`config.mk`:
```
export PLATFORM = sky130hd
export DESIGN_NAME = ssm_top
export DESIGN_NICKNAME = d
export VERILOG_FILES = /design/src/hw/ssm_pkg.sv /design/src/hw/ssm_sync_if.sv /design/src/hw/ssm_sync.sv /design/src/hw/ssm_top.sv
export SDC_FILE = /design/constraint.sdc
export NUM_CORES = 1
export LEC_CHECK = 0
export BUFFER_PORTS_ARGS = -buffer_cell sky130_fd_sc_hd__buf_4
export CAP_MARGIN = 20
export CELL_PAD_IN_SITES_DETAIL_PLACEMENT = 1
export CELL_PAD_IN_SITES_GLOBAL_PLACEMENT = 1
export CORE_ASPECT_RATIO = 0.7
export CORE_MARGIN = 1
export CORE_UTILIZATION = 30
export CTS_CLUSTER_SIZE = 28
export DETAILED_ROUTE_END_ITERATION = 10
export PLACE_DENSITY = 0.74
export SETUP_SLACK_MARGIN = 0.5
export SLEW_MARGIN = 25
export SYNTH_ARGS = -nofsm -noshare
export SYNTH_HDL_FRONTEND = slang
export SYNTH_SLANG_ARGS = --single-unit
```
`constraint.sdc`:
```
create_clock -name CLK_I -period 1.9 [get_ports CLK_I]
set_input_delay 0.38 -clock CLK_I [delete_from_list [all_inputs] [get_ports CLK_I]]
set_output_delay 0.38 -clock CLK_I [all_outputs]
set_load 0.01 [all_outputs]
```
`src/hw/ssm_pkg.sv`:
```
// Package of constants and types for the sleep-mode control block
package ssm_pkg;

    localparam int unsigned CLK_PERIOD_NS   = 10;
    localparam int unsigned SLEEP_RECOVERY_TIME_NS = 20;
    // Least time: round up, at least one cycle
    localparam int unsigned RECOVERY_CYC_RAW =
        (SLEEP_RECOVERY_TIME_NS + CLK_PERIOD_NS - 1) / CLK_PERIOD_NS;
    localparam int unsigned RECOVERY_CYC = (RECOVERY_CYC_RAW < 1) ? 1 : RECOVERY_CYC_RAW;
    localparam int unsigned ENTRY_CYC       = 2;
    localparam int unsigned CNT_W           = 4;
    localparam int unsigned ADDR_W          = 2;
    localparam int unsigned DATA_W          = 18;

    localparam logic [CNT_W-1:0] CNT_ZERO   = 4'h0;
    localparam logic [CNT_W-1:0] CNT_ONE    = 4'h1;
    localparam logic [ADDR_W-1:0] ADDR_ONE  = 2'h1;

    typedef enum logic [3:0] {
        SSM_RUN     = 4'h1,
        SSM_ENTER   = 4'h2,
        SSM_SLEEP   = 4'h4,
        SSM_RECOVER = 4'h8
    } ssm_state_t;

endpackage : ssm_pkg

```
`src/hw/ssm_sync_if.sv`:
```
// Interface carrying the synchronised sleep request
`timescale 1ns/1ns
interface ssm_sync_if;
    logic sleep_req;
    modport src (output sleep_req);
    modport dst (input  sleep_req);
endinterface : ssm_sync_if

```
`src/hw/ssm_sync.sv`:
```
// Two-flop synchroniser for the asynchronous sleep request
`timescale 1ns/1ns
module ssm_sync
    import ssm_pkg::*;
(
    input  wire logic clk_i,
    input  wire logic ce_i,
    input  wire logic async_i,
    ssm_sync_if.src   out
);
    typedef struct packed {
        logic meta;
        logic sync;
    } ssm_sync_st_t;

    ssm_sync_st_t st_r;
    ssm_sync_st_t st_nxt;

    always_comb begin
        st_nxt = st_r;
        if (ce_i) begin
            st_nxt.meta = async_i;
            st_nxt.sync = st_r.meta;
        end
    end

    always_ff @(posedge clk_i) begin
        st_r <= st_nxt;
    end

    assign out.sleep_req = st_r.sync;
endmodule : ssm_sync

```
`src/hw/ssm_top.sv`:
```
// Sleep-mode entry, exit and deselect gating of a burst SRAM core
//
// Summary of operation
// - Enter sleep two cycles after request
// - Sleep keeps burst address and read data intact; select, read, write and output enable clear
// - Writes resume only after 20 ns recovery; reads pass during it
// - Asleep: deselected, inputs ignored, outputs high-Z
// - Asynchronous request; asleep while held high
// - No pull-down: an undriven request is not forced low
// - Dummy read advances burst counter
`timescale 1ns/1ns
module ssm_top
    import ssm_pkg::*;
#(
    parameter int unsigned AW = ADDR_W,
    parameter int unsigned DW = DATA_W
)(
    // Clock, reset, enable
    input  wire logic          CLK_I,
    input  wire logic          SRST_I,
    input  wire logic          CE_I,
    // Sleep request pin (no pull-down; undriven is not forced low)
    input  wire logic          SLEEP_REQUEST_I,
    // Core command inputs
    input  wire logic          SELECT_I,
    input  wire logic          READ_I,
    input  wire logic          WRITE_I,
    input  wire logic          LOAD_I,
    input  wire logic          ADVANCE_I,
    input  wire logic [AW-1:0] ADDR_I,
    input  wire logic          OUT_GATE_I,
    input  wire logic [DW-1:0] RDATA_I,
    // Gated outputs
    output logic               SLEEP_O,
    output logic               RECOVERING_O,
    output logic               SELECT_O,
    output logic               READ_O,
    output logic               WRITE_O,
    output logic [AW-1:0]      BURST_ADDR_O,
    output logic [DW-1:0]      DQ_O,
    output logic               DQ_OE_O
);
    ////////////////////////////////////////////////////////////////////////////
    ssm_sync_if sync_bus ();

    // no pull-down: the request pin goes straight into the synchroniser
    ssm_sync u_sync (
        .clk_i   (CLK_I),
        .ce_i    (CE_I),
        .async_i (SLEEP_REQUEST_I),
        .out     (sync_bus.src)
    );

    typedef struct packed {
        ssm_state_t      state;
        logic [CNT_W-1:0] cnt;
        logic [AW-1:0]   addr;
        logic            sleep;
        logic            recov;
        logic            sel;
        logic            rd;
        logic            wr;
        logic [DW-1:0]   dq;
        logic            oe;
    } ssm_st_t;

    ssm_st_t st_r;
    ssm_st_t st_nxt;
    logic    req;
    logic    active;
    logic    gate_open;

    ////////////////////////////////////////////////////////////////////////////
    // Command decode, before any sleep gating
    logic             cmd_sel;
    logic             cmd_rd;
    logic             cmd_wr;
    logic             cmd_load;
    logic             cmd_step;
    logic [AW-1:0]    addr_nxt;
    logic [CNT_W-1:0] entry_last;
    logic [CNT_W-1:0] recov_last;

    assign req = sync_bus.sleep_req;

    // Last count value of each timed phase
    assign entry_last = CNT_W'(ENTRY_CYC) - CNT_ONE;
    assign recov_last = CNT_W'(RECOVERY_CYC) - CNT_ONE;

    assign cmd_sel  = SELECT_I;
    assign cmd_rd   = SELECT_I & READ_I;
    assign cmd_wr   = SELECT_I & WRITE_I;
    assign cmd_load = SELECT_I & LOAD_I;

    // Dummy reads step the counter exactly like ordinary reads
    assign cmd_step = SELECT_I & ADVANCE_I & (READ_I | WRITE_I);

    // Load wins over advance; otherwise the counter holds
    always_comb begin
        addr_nxt = st_r.addr;
        if (cmd_load) begin
            addr_nxt = ADDR_I;
        end else if (cmd_step) begin
            addr_nxt = st_r.addr + AW'(ADDR_ONE);
        end
    end

    ////////////////////////////////////////////////////////////////////////////
    // Sleep sequencer and command gating
    always_comb begin
        st_nxt    = st_r;
        active    = 1'b0;
        gate_open = 1'b0;

        // Phase sequencing on the synchronised request
        case (st_r.state)
            SSM_RUN: begin
                active = 1'b1;
                if (req) begin
                    st_nxt.state = SSM_ENTER;
                    st_nxt.cnt   = CNT_ONE;
                end
            end
            SSM_ENTER: begin
                active = 1'b1;
                if (!req) begin
                    st_nxt.state = SSM_RUN;
                end else if (st_r.cnt >= entry_last) begin
                    st_nxt.state = SSM_SLEEP;
                end else begin
                    st_nxt.cnt = st_r.cnt + CNT_ONE;
                end
            end
            SSM_SLEEP: begin
                if (!req) begin
                    st_nxt.state = SSM_RECOVER;
                    st_nxt.cnt   = CNT_ZERO;
                end
            end
            SSM_RECOVER: begin
                if (req) begin
                    st_nxt.state = SSM_SLEEP;
                end else if (st_r.cnt >= recov_last) begin
                    st_nxt.state = SSM_RUN;
                end else begin
                    st_nxt.cnt = st_r.cnt + CNT_ONE;
                end
            end
            default: begin
                st_nxt.state = SSM_RUN;
            end
        endcase


        // The core stays open in run and recovery, but never on the
        // edge that lands in sleep, so no command leaks into sleep
        gate_open = (active || (st_r.state == SSM_RECOVER)) &&
                    (st_nxt.state != SSM_SLEEP);

        // Recovery admits deselect and reads; writes are dropped
        if (gate_open) begin
            st_nxt.sel  = cmd_sel;
            st_nxt.rd   = cmd_rd;
            st_nxt.wr   = active & cmd_wr;
            st_nxt.addr = addr_nxt;
            st_nxt.dq   = RDATA_I;

            // Dummy read: launched normally, drivers held off
            st_nxt.oe   = st_r.rd & ~OUT_GATE_I;
        end else begin
            st_nxt.sel = 1'b0;
            st_nxt.rd  = 1'b0;
            st_nxt.wr  = 1'b0;
            st_nxt.oe  = 1'b0;
        end

        // Status flags follow the next state so they leave a flop
        st_nxt.sleep = (st_nxt.state == SSM_SLEEP);
        st_nxt.recov = (st_nxt.state == SSM_RECOVER);
    end

    ////////////////////////////////////////////////////////////////////////////
    // State register; reset wins, otherwise a low enable freezes everything
    always_ff @(posedge CLK_I) begin
        if (SRST_I) begin
            st_r       <= '0;
            st_r.state <= SSM_RUN;
        end else if (CE_I) begin
            st_r <= st_nxt;
        end
    end

    ////////////////////////////////////////////////////////////////////////////
    // Outputs, each straight from the state register
    assign SLEEP_O      = st_r.sleep;
    assign RECOVERING_O = st_r.recov;
    assign SELECT_O     = st_r.sel;
    assign READ_O       = st_r.rd;
    assign WRITE_O      = st_r.wr;
    assign BURST_ADDR_O = st_r.addr;
    assign DQ_O         = st_r.dq;
    assign DQ_OE_O      = st_r.oe;
endmodule : ssm_top

```
---- After elaboration in Yosys (flattened, before gate mapping) ----
Index checks and enable logic that the tools add are counted.
word-level totals
  register bits after elaboration ......... 36
  latch bits .............................. 0
  RAM bits ................................ 0
  memory bits (read-only) ................. 0
  output and inout port bits .............. 26
  memories ................................ 0
operators by class
  add/sub/neg operators ................... 2
  $mul .................................... 0
  div/mod/pow operators ................... 0
  magnitude comparators ................... 1
  equal/unequal tests ..................... 11
  shift operators ......................... 0
  multiplexer cells ....................... 16
  bitwise operators ....................... 9
  reductions and logical operators ........ 8
operators by type and width
  cell                                                                    number
  4-bit case mux with 4 select lines                                      2
  4-bit two-way mux                                                       7
  8-bit two-way mux                                                       2
  4-bit by 3-bit == test with 1-bit output (second input constant)        2
  4-bit == test (second input constant)                                   2
  1-bit AND                                                               7
  6-bit AND reduction                                                     1
  4-bit by 1-bit adder with 4-bit output (second input constant)          1
  4-bit by 1-bit == test with 1-bit output (second input constant)        1
  4-bit by 2-bit == test with 1-bit output (second input constant)        1
  4-bit by 1-bit >= comparator with 1-bit output (second input constant)  1
  2-bit two-way mux                                                       2
  2-bit by 1-bit != test with 1-bit output (second input constant)        2
  2-bit != test (second input constant)                                   2
  4-bit by 3-bit != test with 1-bit output (second input constant)        1
  4-bit nonzero test                                                      1
  3-bit two-way mux                                                       1
  3-bit AND reduction                                                     1
  2-bit by 1-bit adder with 2-bit output (second input constant)          1
  1-bit two-way mux                                                       2
  2-bit AND reduction                                                     1
  2-bit nonzero test                                                      1
  2-bit OR reduction                                                      1
  1-bit logical AND                                                       1
  3 further kinds                                                         3

---- Longest topological paths before layout ----
Gate-level depths: netlist (run 1).
  word-level depth ........................ 7
  gate-level depth with buffers ........... 8

---- Modules after synthesis ----
From an unflattened synthesis (run 1), not the netlist that was laid out.
second synthesis, totals
  cell total of the unflattened synthesis .. 207
  area, all modules ....................... 1940.6 um2
by module, submodules not included
  module    times used  cells an instance  area each (um2)
  ssm_top   1           205                1880.6
  ssm_sync  1           2                  60.1

---- Worst setup path before layout (run 1) ----
No wires, ideal clock.
  path type ............................... flip-flop to flip-flop
  start ................................... register st_r[27] (netlist bit)
  end ..................................... register st_r, in the netlist DQ_O[2]
  arrival ................................. 1.785 ns
  path slack .............................. -0.012 ns
  stages on the path, launching flop included .. 9
  cells stage by stage .................... dfxtp_1 -> inv_1 -> ha_1 -> nor4b_4 -> nor3_1 -> nor3b_4 -> buf_6 -> mux2i_1 -> nor2_1
between the ends
  cells in the longest elaborated chain, start to end .. 7
  elaborated cells on any way between the ends .. 9
  those cells by class .................... order compare (1); eq/ne (1); mux (5); reduce/logical (2)
RTL lines
  what                                                line                            source
  start: declaration                                  ssm_top.sv:67                   ssm_st_t st_r;
  start signal: assignment                            ssm_top.sv:189                  st_r <= st_nxt;
  4-bit by 1-bit >= comparator with 1-bit output (*)  ssm_top.sv:128, ssm_top.sv:143
  4-bit two-way mux, on equally long branches         ssm_top.sv:143, ssm_top.sv:128
  4-bit two-way mux, on equally long branches         ssm_top.sv:141, ssm_top.sv:126
  4-bit case mux with 4 select lines (*)              ssm_top.sv:116                  case (st_r.state)
  4-bit by 3-bit != test with 1-bit output (*)        ssm_top.sv:158                  (st_nxt.state != SSM_SLEEP);
  1-bit logical AND (*)                               ssm_top.sv:157                  gate_open = (active || (st_r.state == SSM_RECOVER)) &&
  2-bit AND reduction (no line) (*)                   -
Every way passes the cells marked *; elsewhere a longest branch is shown, timed or not.
A chain may end at the register's enable or synchronous reset.

---- Final worst setup path (run 1) ----
  start ................................... register st_r[27] (netlist bit)
  end ..................................... register st_r, in the netlist BURST_ADDR_O[1]
between the ends
  cells in the longest elaborated chain, start to end .. 7
  elaborated cells on any way between the ends .. 9
  those cells by class .................... order compare (1); eq/ne (1); mux (5); reduce/logical (2)
RTL lines
  what                                                line
  4-bit by 1-bit >= comparator with 1-bit output (*)  ssm_top.sv:128, ssm_top.sv:143
  4-bit two-way mux, on equally long branches         ssm_top.sv:143, ssm_top.sv:128
  4-bit two-way mux, on equally long branches         ssm_top.sv:141, ssm_top.sv:126
  4-bit case mux with 4 select lines (*)              ssm_top.sv:116
  4-bit by 3-bit != test with 1-bit output (*)        ssm_top.sv:158
  1-bit logical AND (*)                               ssm_top.sv:157
  3-bit AND reduction (no line) (*)                   -
Marked as above.

==> qor.csv, run 1 <==
metric;value;unit
wl_met1;2.79;mm
p_switching;555;uW
cp_max_fo;7;
grt_pass1_wl;7.76;mm
drv_cap;0;
fmax;534;MHz
yosysSeqAreaShare;40.8;%
power_frac_comb;25.0;%
routed_via_density;4.85;
grt_max_degree;32;
slew_violations;0;
internal_power;1.48;mW
rrSetupSlack;30;ps
holdWs;259;ps
clk_latency;290;ps
top_layer_used;met4;
antenna_cells;0;
crit_arrival;2060;ps
crit_end;BURST_ADDR_O[1]$_SDFFE_PP0P_;
finalPower;2.03;mW
final-hold-violation-count;0;
yosys-top-cells-area;dfxtp_1 (37%), mux2i_1 (9.9%), buf_4 (8.7%);
synth.avg_cell_area;9.32;um^2
ios;56;
postRouteAntennaNets;0;
antenna_found_initial;0;
clock_path_buffers;2;
rr_endpoint;BURST_ADDR_O[1]$_SDFFE_PP0P_;
critical_path_depth;9;
cts_made_buffers;5;
wl_met3;206;um
routedWlPerCell;17.3;um
p_clk_share;33.7;%
p_leak;1.22;nW
wl_met2;2.79;mm
hpwl;3.47;mm
firstDrtPassIters;4;
drc;0;
syn-num-nets;228;
worstSetupStartpointType;register;
max-vdd-ir-drop;0.000332;V
reg2reg_from;st_r[27]$_SDFFE_PP0P_;
fin_skew;5.28;ps
worst_pin_slew;370;ps
fin_crit_sh;98.5;%
die_area;0.00638;mm^2
fp.dieW;95.0;um
crit_family;simple AND/OR/NAND/NOR gates;
area_delta_synth_final;52.0;%
synth-seq-cells;36;
rsz0062_at_grt;true;
drt-total-wl;5.83;mm
tritoncts;built;
vias;1639;
synth_area;0.00182;mm^2
die_h;67.1;um
nets;295;
cp.required;2090;ps
path_clk_slew;80;ps
path_class;reg2reg;
drtIter0Drc;77;
cp-end-kind;register;
async_reset_ff_share;0;%
largest_reg_flops;18;
p_per_area;737;mW/mm^2
overflow;0;
slowest_delay;340;ps
cts_max_level;2;
fin_setup_tns;0;ps
syn_inst;195;
yosysMostFrequentCell;dfxtp_1;
ys_warn_count;0;
switching_share;27.3;%
root_buffer;clkbuf_8;
grt.total_usage;16.3;%
synth.top_cell.area_share;37.5;%
cp_cell_sequence;inv_2 -> ha_4 -> nor4b_4 -> nor3_4 -> nor3b_4 -> buf_6 -> buf_12 -> o2111ai_2 -> a32o_1;
cp_slowest_cell;dfxtp_2;
synth.distinct_cells;44;
cp_num_buf_inv;3;
gp_congestion;0.862;
synth_top_flop_cell;dfxtp_1;
slew_headroom;75.3;%
cts.sinks;36;
synthTopCellsByCount;dfxtp_1 (34), nor2_1 (28), buf_4 (21);
reg2regPathDepth;9;
sequentialPowerShare;41.3;%
startpoint;st_r[27]$_SDFFE_PP0P_;
synth_edf_count;2;
setup_violations;0;
grt_pass1_vias;1547;
status;finished, final reports clean;
io_buffer_count;55;
initial_core_util;31.4;%
timing.final.crit_period;1870;ps
layout-drive-gt1-share;49.8;%
yosys.area.top_type;dfxtp_1;
core-area;0.00578;mm^2
min-delay-path-class;in2reg;
num_rows;23;
## power groups by stage
| stage | Combinational, mW | Clock, mW | Sequential [mW] |
|---|---|---|---|
| 2_1_floorplan | 0.245 | 0 | 0.847 |
| 3_3_place_gp | 0.354 | 0 | 0.852 |
| 3_5_place_dp | 0.360 | 0 | 0.853 |
| 4_1_cts | 0.412 | 0.694 | 0.836 |
| 5_1_grt | 0.544 | 0.730 | 0.845 |
| 6_report | 0.509 | 0.686 | 0.839 |
## cell type report
class | instances | area, um^2
Fill cell | 664 | 3020
Multi-Input combinational cell | 123 | 1000
Clock inverter | 2 | 35.0
Clock buffer | 6 | 72.6
Timing Repair Buffer | 91 | 792
Inverter | 5 | 18.8
Tap cell | 75 | 93.8
Sequential cell | 36 | 748
## layout by cell type, fill, tap and decap left out, types with 4 or more instances in the layout
cell type  netlist  final
dfxtp_1         34     30
mux2i_1         18     18
a21oi_1          6      5
clkbuf_8         0      5
nand2_1          9      6
o21ai_0          7      4
buf_4           21     76
buf_6            3     11
nor2_1          28     26
## timing repair
action	CTS	global route
setup endpoints to repair	34	34
hold buffers	0	0
pin swaps	11	11
gates resized for setup	24	23
buffers inserted	9	10
gates cloned	1	2
## kinds of logic after synthesis
logic type | Yosys count | share of synthesized area (%)
XOR/XNOR | 4 | 1.93
flip-flops | 36 | 40.8
adder cells (fa/ha/maj) | 3 | 2.07
AND/OR/NAND/NOR | 64 | 19.0
multiplexers | 18 | 9.92
buffers and inverters | 36 | 13.3
AO/OA/AOI/OAI | 34 | 13.0
## stage by stage
step	util, %	setup WS, ps	std cells	cell area, um^2
2_1_floorplan	-	52.0	195	1850
3_3_place_gp	38.8	62.4	308	2240
3_5_place_dp	38.8	28.8	308	2240
4_1_cts	43.5	74.4	326	2520
5_1_grt	47.7	-85.1	338	2760
6_report	47.7	27.8	338	2760
## worst min-delay path by stage
stage	start	to	slack [ps]	cells after the start
2_1_floorplan	u_sync.st_r[1]$_DFFE_PP_	u_sync.out.sleep_req$_DFFE_PP_	400	0
3_3_place_gp	u_sync.st_r[1]$_DFFE_PP_	u_sync.out.sleep_req$_DFFE_PP_	400	0
3_5_place_dp	u_sync.st_r[1]$_DFFE_PP_	u_sync.out.sleep_req$_DFFE_PP_	410	0
4_1_cts	SLEEP_REQUEST_I	u_sync.st_r[1]$_DFFE_PP_	250	1
5_1_grt	SLEEP_REQUEST_I	u_sync.st_r[1]$_DFFE_PP_	250	1
6_report	SLEEP_REQUEST_I	u_sync.st_r[1]$_DFFE_PP_	260	1
## metal layers
layer / track usage, % / vias to the layer above
met5: 0 / -
met4: 4.17 / 0
met3: 3.88 / 5
met2: 24.2 / 36
met1: 23.4 / 804
li1: - / 794
(Power assumes the default switching activity.)
==> run 2, diff against run 1 <==
--- a/config.mk
+++ b/config.mk
@@ -14,7 +14,7 @@
 export CORE_UTILIZATION = 30
 export CTS_CLUSTER_SIZE = 28
 export DETAILED_ROUTE_END_ITERATION = 10
-export PLACE_DENSITY = 0.74
+export PLACE_DENSITY = 0.71
 export SETUP_SLACK_MARGIN = 0.5
 export SLEW_MARGIN = 25
 export SYNTH_ARGS = -nofsm -noshare
==> constraint.sdc (replaced) <==
create_clock -name CLK_I -period 1.98 [get_ports CLK_I]
set_input_delay 0.396 -clock CLK_I [delete_from_list [all_inputs] [get_ports CLK_I]]
set_output_delay 0.396 -clock CLK_I [all_outputs]
set_load 0.01 [all_outputs]
==> qor.csv, run 2 (synthesis gave the netlist of run 1 again) <==
metric;value;unit
status;complete, but fails checks;
failed_checks;negative setup slack;
worstSetupStartpointType;register;
p_leak;1.19;nW
grt_pass1_wl;8.37;mm
reg2reg_from;st_r[27]$_SDFFE_PP0P_;
antenna_found_initial;0;
fin_crit_sh;100;%
vias;1627;
holdWs;279;ps
die_area;0.00638;mm^2
crit_arrival;2170;ps
worst_pin_slew;361;ps
postRouteAntennaNets;0;
grt.total_usage;17.5;%
dpl-instance-area;0.00223;mm^2
io_buffer_count;55;
min-delay-path-class;in2reg;
fin_setup_tns;-5.96;ps
fin_util;47.1;%
reg2regPathDepth;10;
dp.cells;305;
drv_cap;0;
num_rows;23;
ios;56;
antenna_cells;0;
worstHoldEndpoint;u_sync.st_r[1]$_DFFE_PP_;
fp.dieW;95.0;um
seq_area;754;um^2
setup_violations;1;
wl_met1;2.64;mm
hpwl;3.55;mm
cts_hold_buf;0;
slew_violations;0;
path_clk_slew;80;ps
clk_latency;290;ps
final-hold-violation-count;0;
rr_endpoint;DQ_O[10]$_SDFFE_PP0P_;
fin_skew;12.4;ps
firstDrtPassIters;4;
nets;291;
initial_core_util;31.4;%
wl_met3;185;um
grt_max_degree;32;
die_h;67.1;um
rrSetupSlack;-6;ps
cts_made_buffers;5;
final_cells;334;
clock_path_buffers;2;
multiInputGateArea;0.00100;mm^2
hp-start;SLEEP_REQUEST_I;
rsz0062_at_grt;true;
path_class;reg2reg;
timing.final.ws_setup;-5.96;ps
stdcell_area;0.00272;mm^2
routedWlPerCell;17.3;um
drc;0;
max-vdd-ir-drop;0.000306;V
top_layer_used;met4;
cts_max_level;2;
overflow;0;
hold-path-cell-count;1;
slew_headroom;75.8;%
wl_met2;2.91;mm
timing.final.crit_period;1990;ps
drtIter0Drc;47;
area_delta_synth_final;49.9;%
tritoncts;built;
gp_congestion;0.834;
cp-end-kind;register;
layout_common_cells;buf_4 (74), dfxtp_1 (29), nor2_1 (27), mux2i_1 (17), buf_6 (8);
largest_reg_flops;18;
p_per_area;665;mW/mm^2
grt_pass1_vias;1661;
fill_cells;651;
root_buffer;clkbuf_8;
layout-drive-gt1-share;51.0;%
routed_via_density;4.87;
drt-total-wl;5.79;mm
cp_max_fo;6;
core-area;0.00578;mm^2
final_common_cell;buf_4;
fmax;504;MHz
cp.required;2170;ps
cts.sinks;36;
==> run 2: changes by cell type in the layout (fill, tap and decap cells not counted), sizes merged <==
cell,delta
buf,-4
clkbuf,-1
bufinv,-1
clkinv,+2
==> run 2: area by class of cell <==
cell class / instances / share of cell area (%)
clock buffers: 5 / 2.53
clock inverters: 3 / 0.689
inverters: 5 / 0.689
multi-input cells: 123 / 36.9
flip-flops and latches: 36 / 27.7
well taps: 75 / 3.45
repair buffers: 87 / 28.0
==> run 2: worst max-delay path by stage <==
stage | end | cells after the start | start
3_3_place_gp | BURST_ADDR_O[1]$_SDFFE_PP0P_ | 8 | st_r[27]$_SDFFE_PP0P_
4_1_cts | DQ_O[14]$_SDFFE_PP0P_ | 9 | st_r[27]$_SDFFE_PP0P_
3_5_place_dp | BURST_ADDR_O[1]$_SDFFE_PP0P_ | 8 | st_r[27]$_SDFFE_PP0P_
2_1_floorplan | DQ_O[2]$_SDFFE_PP0P_ | 8 | st_r[27]$_SDFFE_PP0P_
5_1_grt | DQ_O[10]$_SDFFE_PP0P_ | 10 | st_r[27]$_SDFFE_PP0P_
6_report | DQ_O[10]$_SDFFE_PP0P_ | 10 | st_r[27]$_SDFFE_PP0P_
==> run 2: through the flow <==
stage	power, mW	setup slack [ps]
after floorplan	1.05	132
after global placement	1.16	131
after detailed placement	1.17	53.8
after CTS	1.75	103
after global routing	1.90	-103
final	1.81	-5.96
==> run 2: critical path, cell delays in order, from the launching register on <==
cell and delay [ps]:
dfxtp_2 340, inv_2 60, ha_4 160, nor4b_4 340
nor3_4 80, nor3b_4 210, buf_6 150, buf_6 130
buf_16 120, mux2i_1 200, nor2_1 80
==> run 2: repair_timing <==
item | in CTS | in global routing
gates resized for setup | 28 | 20
gates cloned | 1 | 2
pin swaps | 11 | 9
setup buffers | 11 | 7
setup endpoints to repair | 33 | 34
endpoints found under the hold margin | 0 | 0
==> run 2: report_power, final <==
part           switching [mW]  internal, mW
clock                   0.283         0.245
combinational           0.207         0.266
sequential             0.0355         0.773
total                   0.526          1.28
==> run 2: layer usage <==
layer,vias to the layer above,GRT usage (%)
met5,-,0
met4,0,5.49
met3,6,3.77
met2,46,30.1
met1,782,22.0
li1,793,-
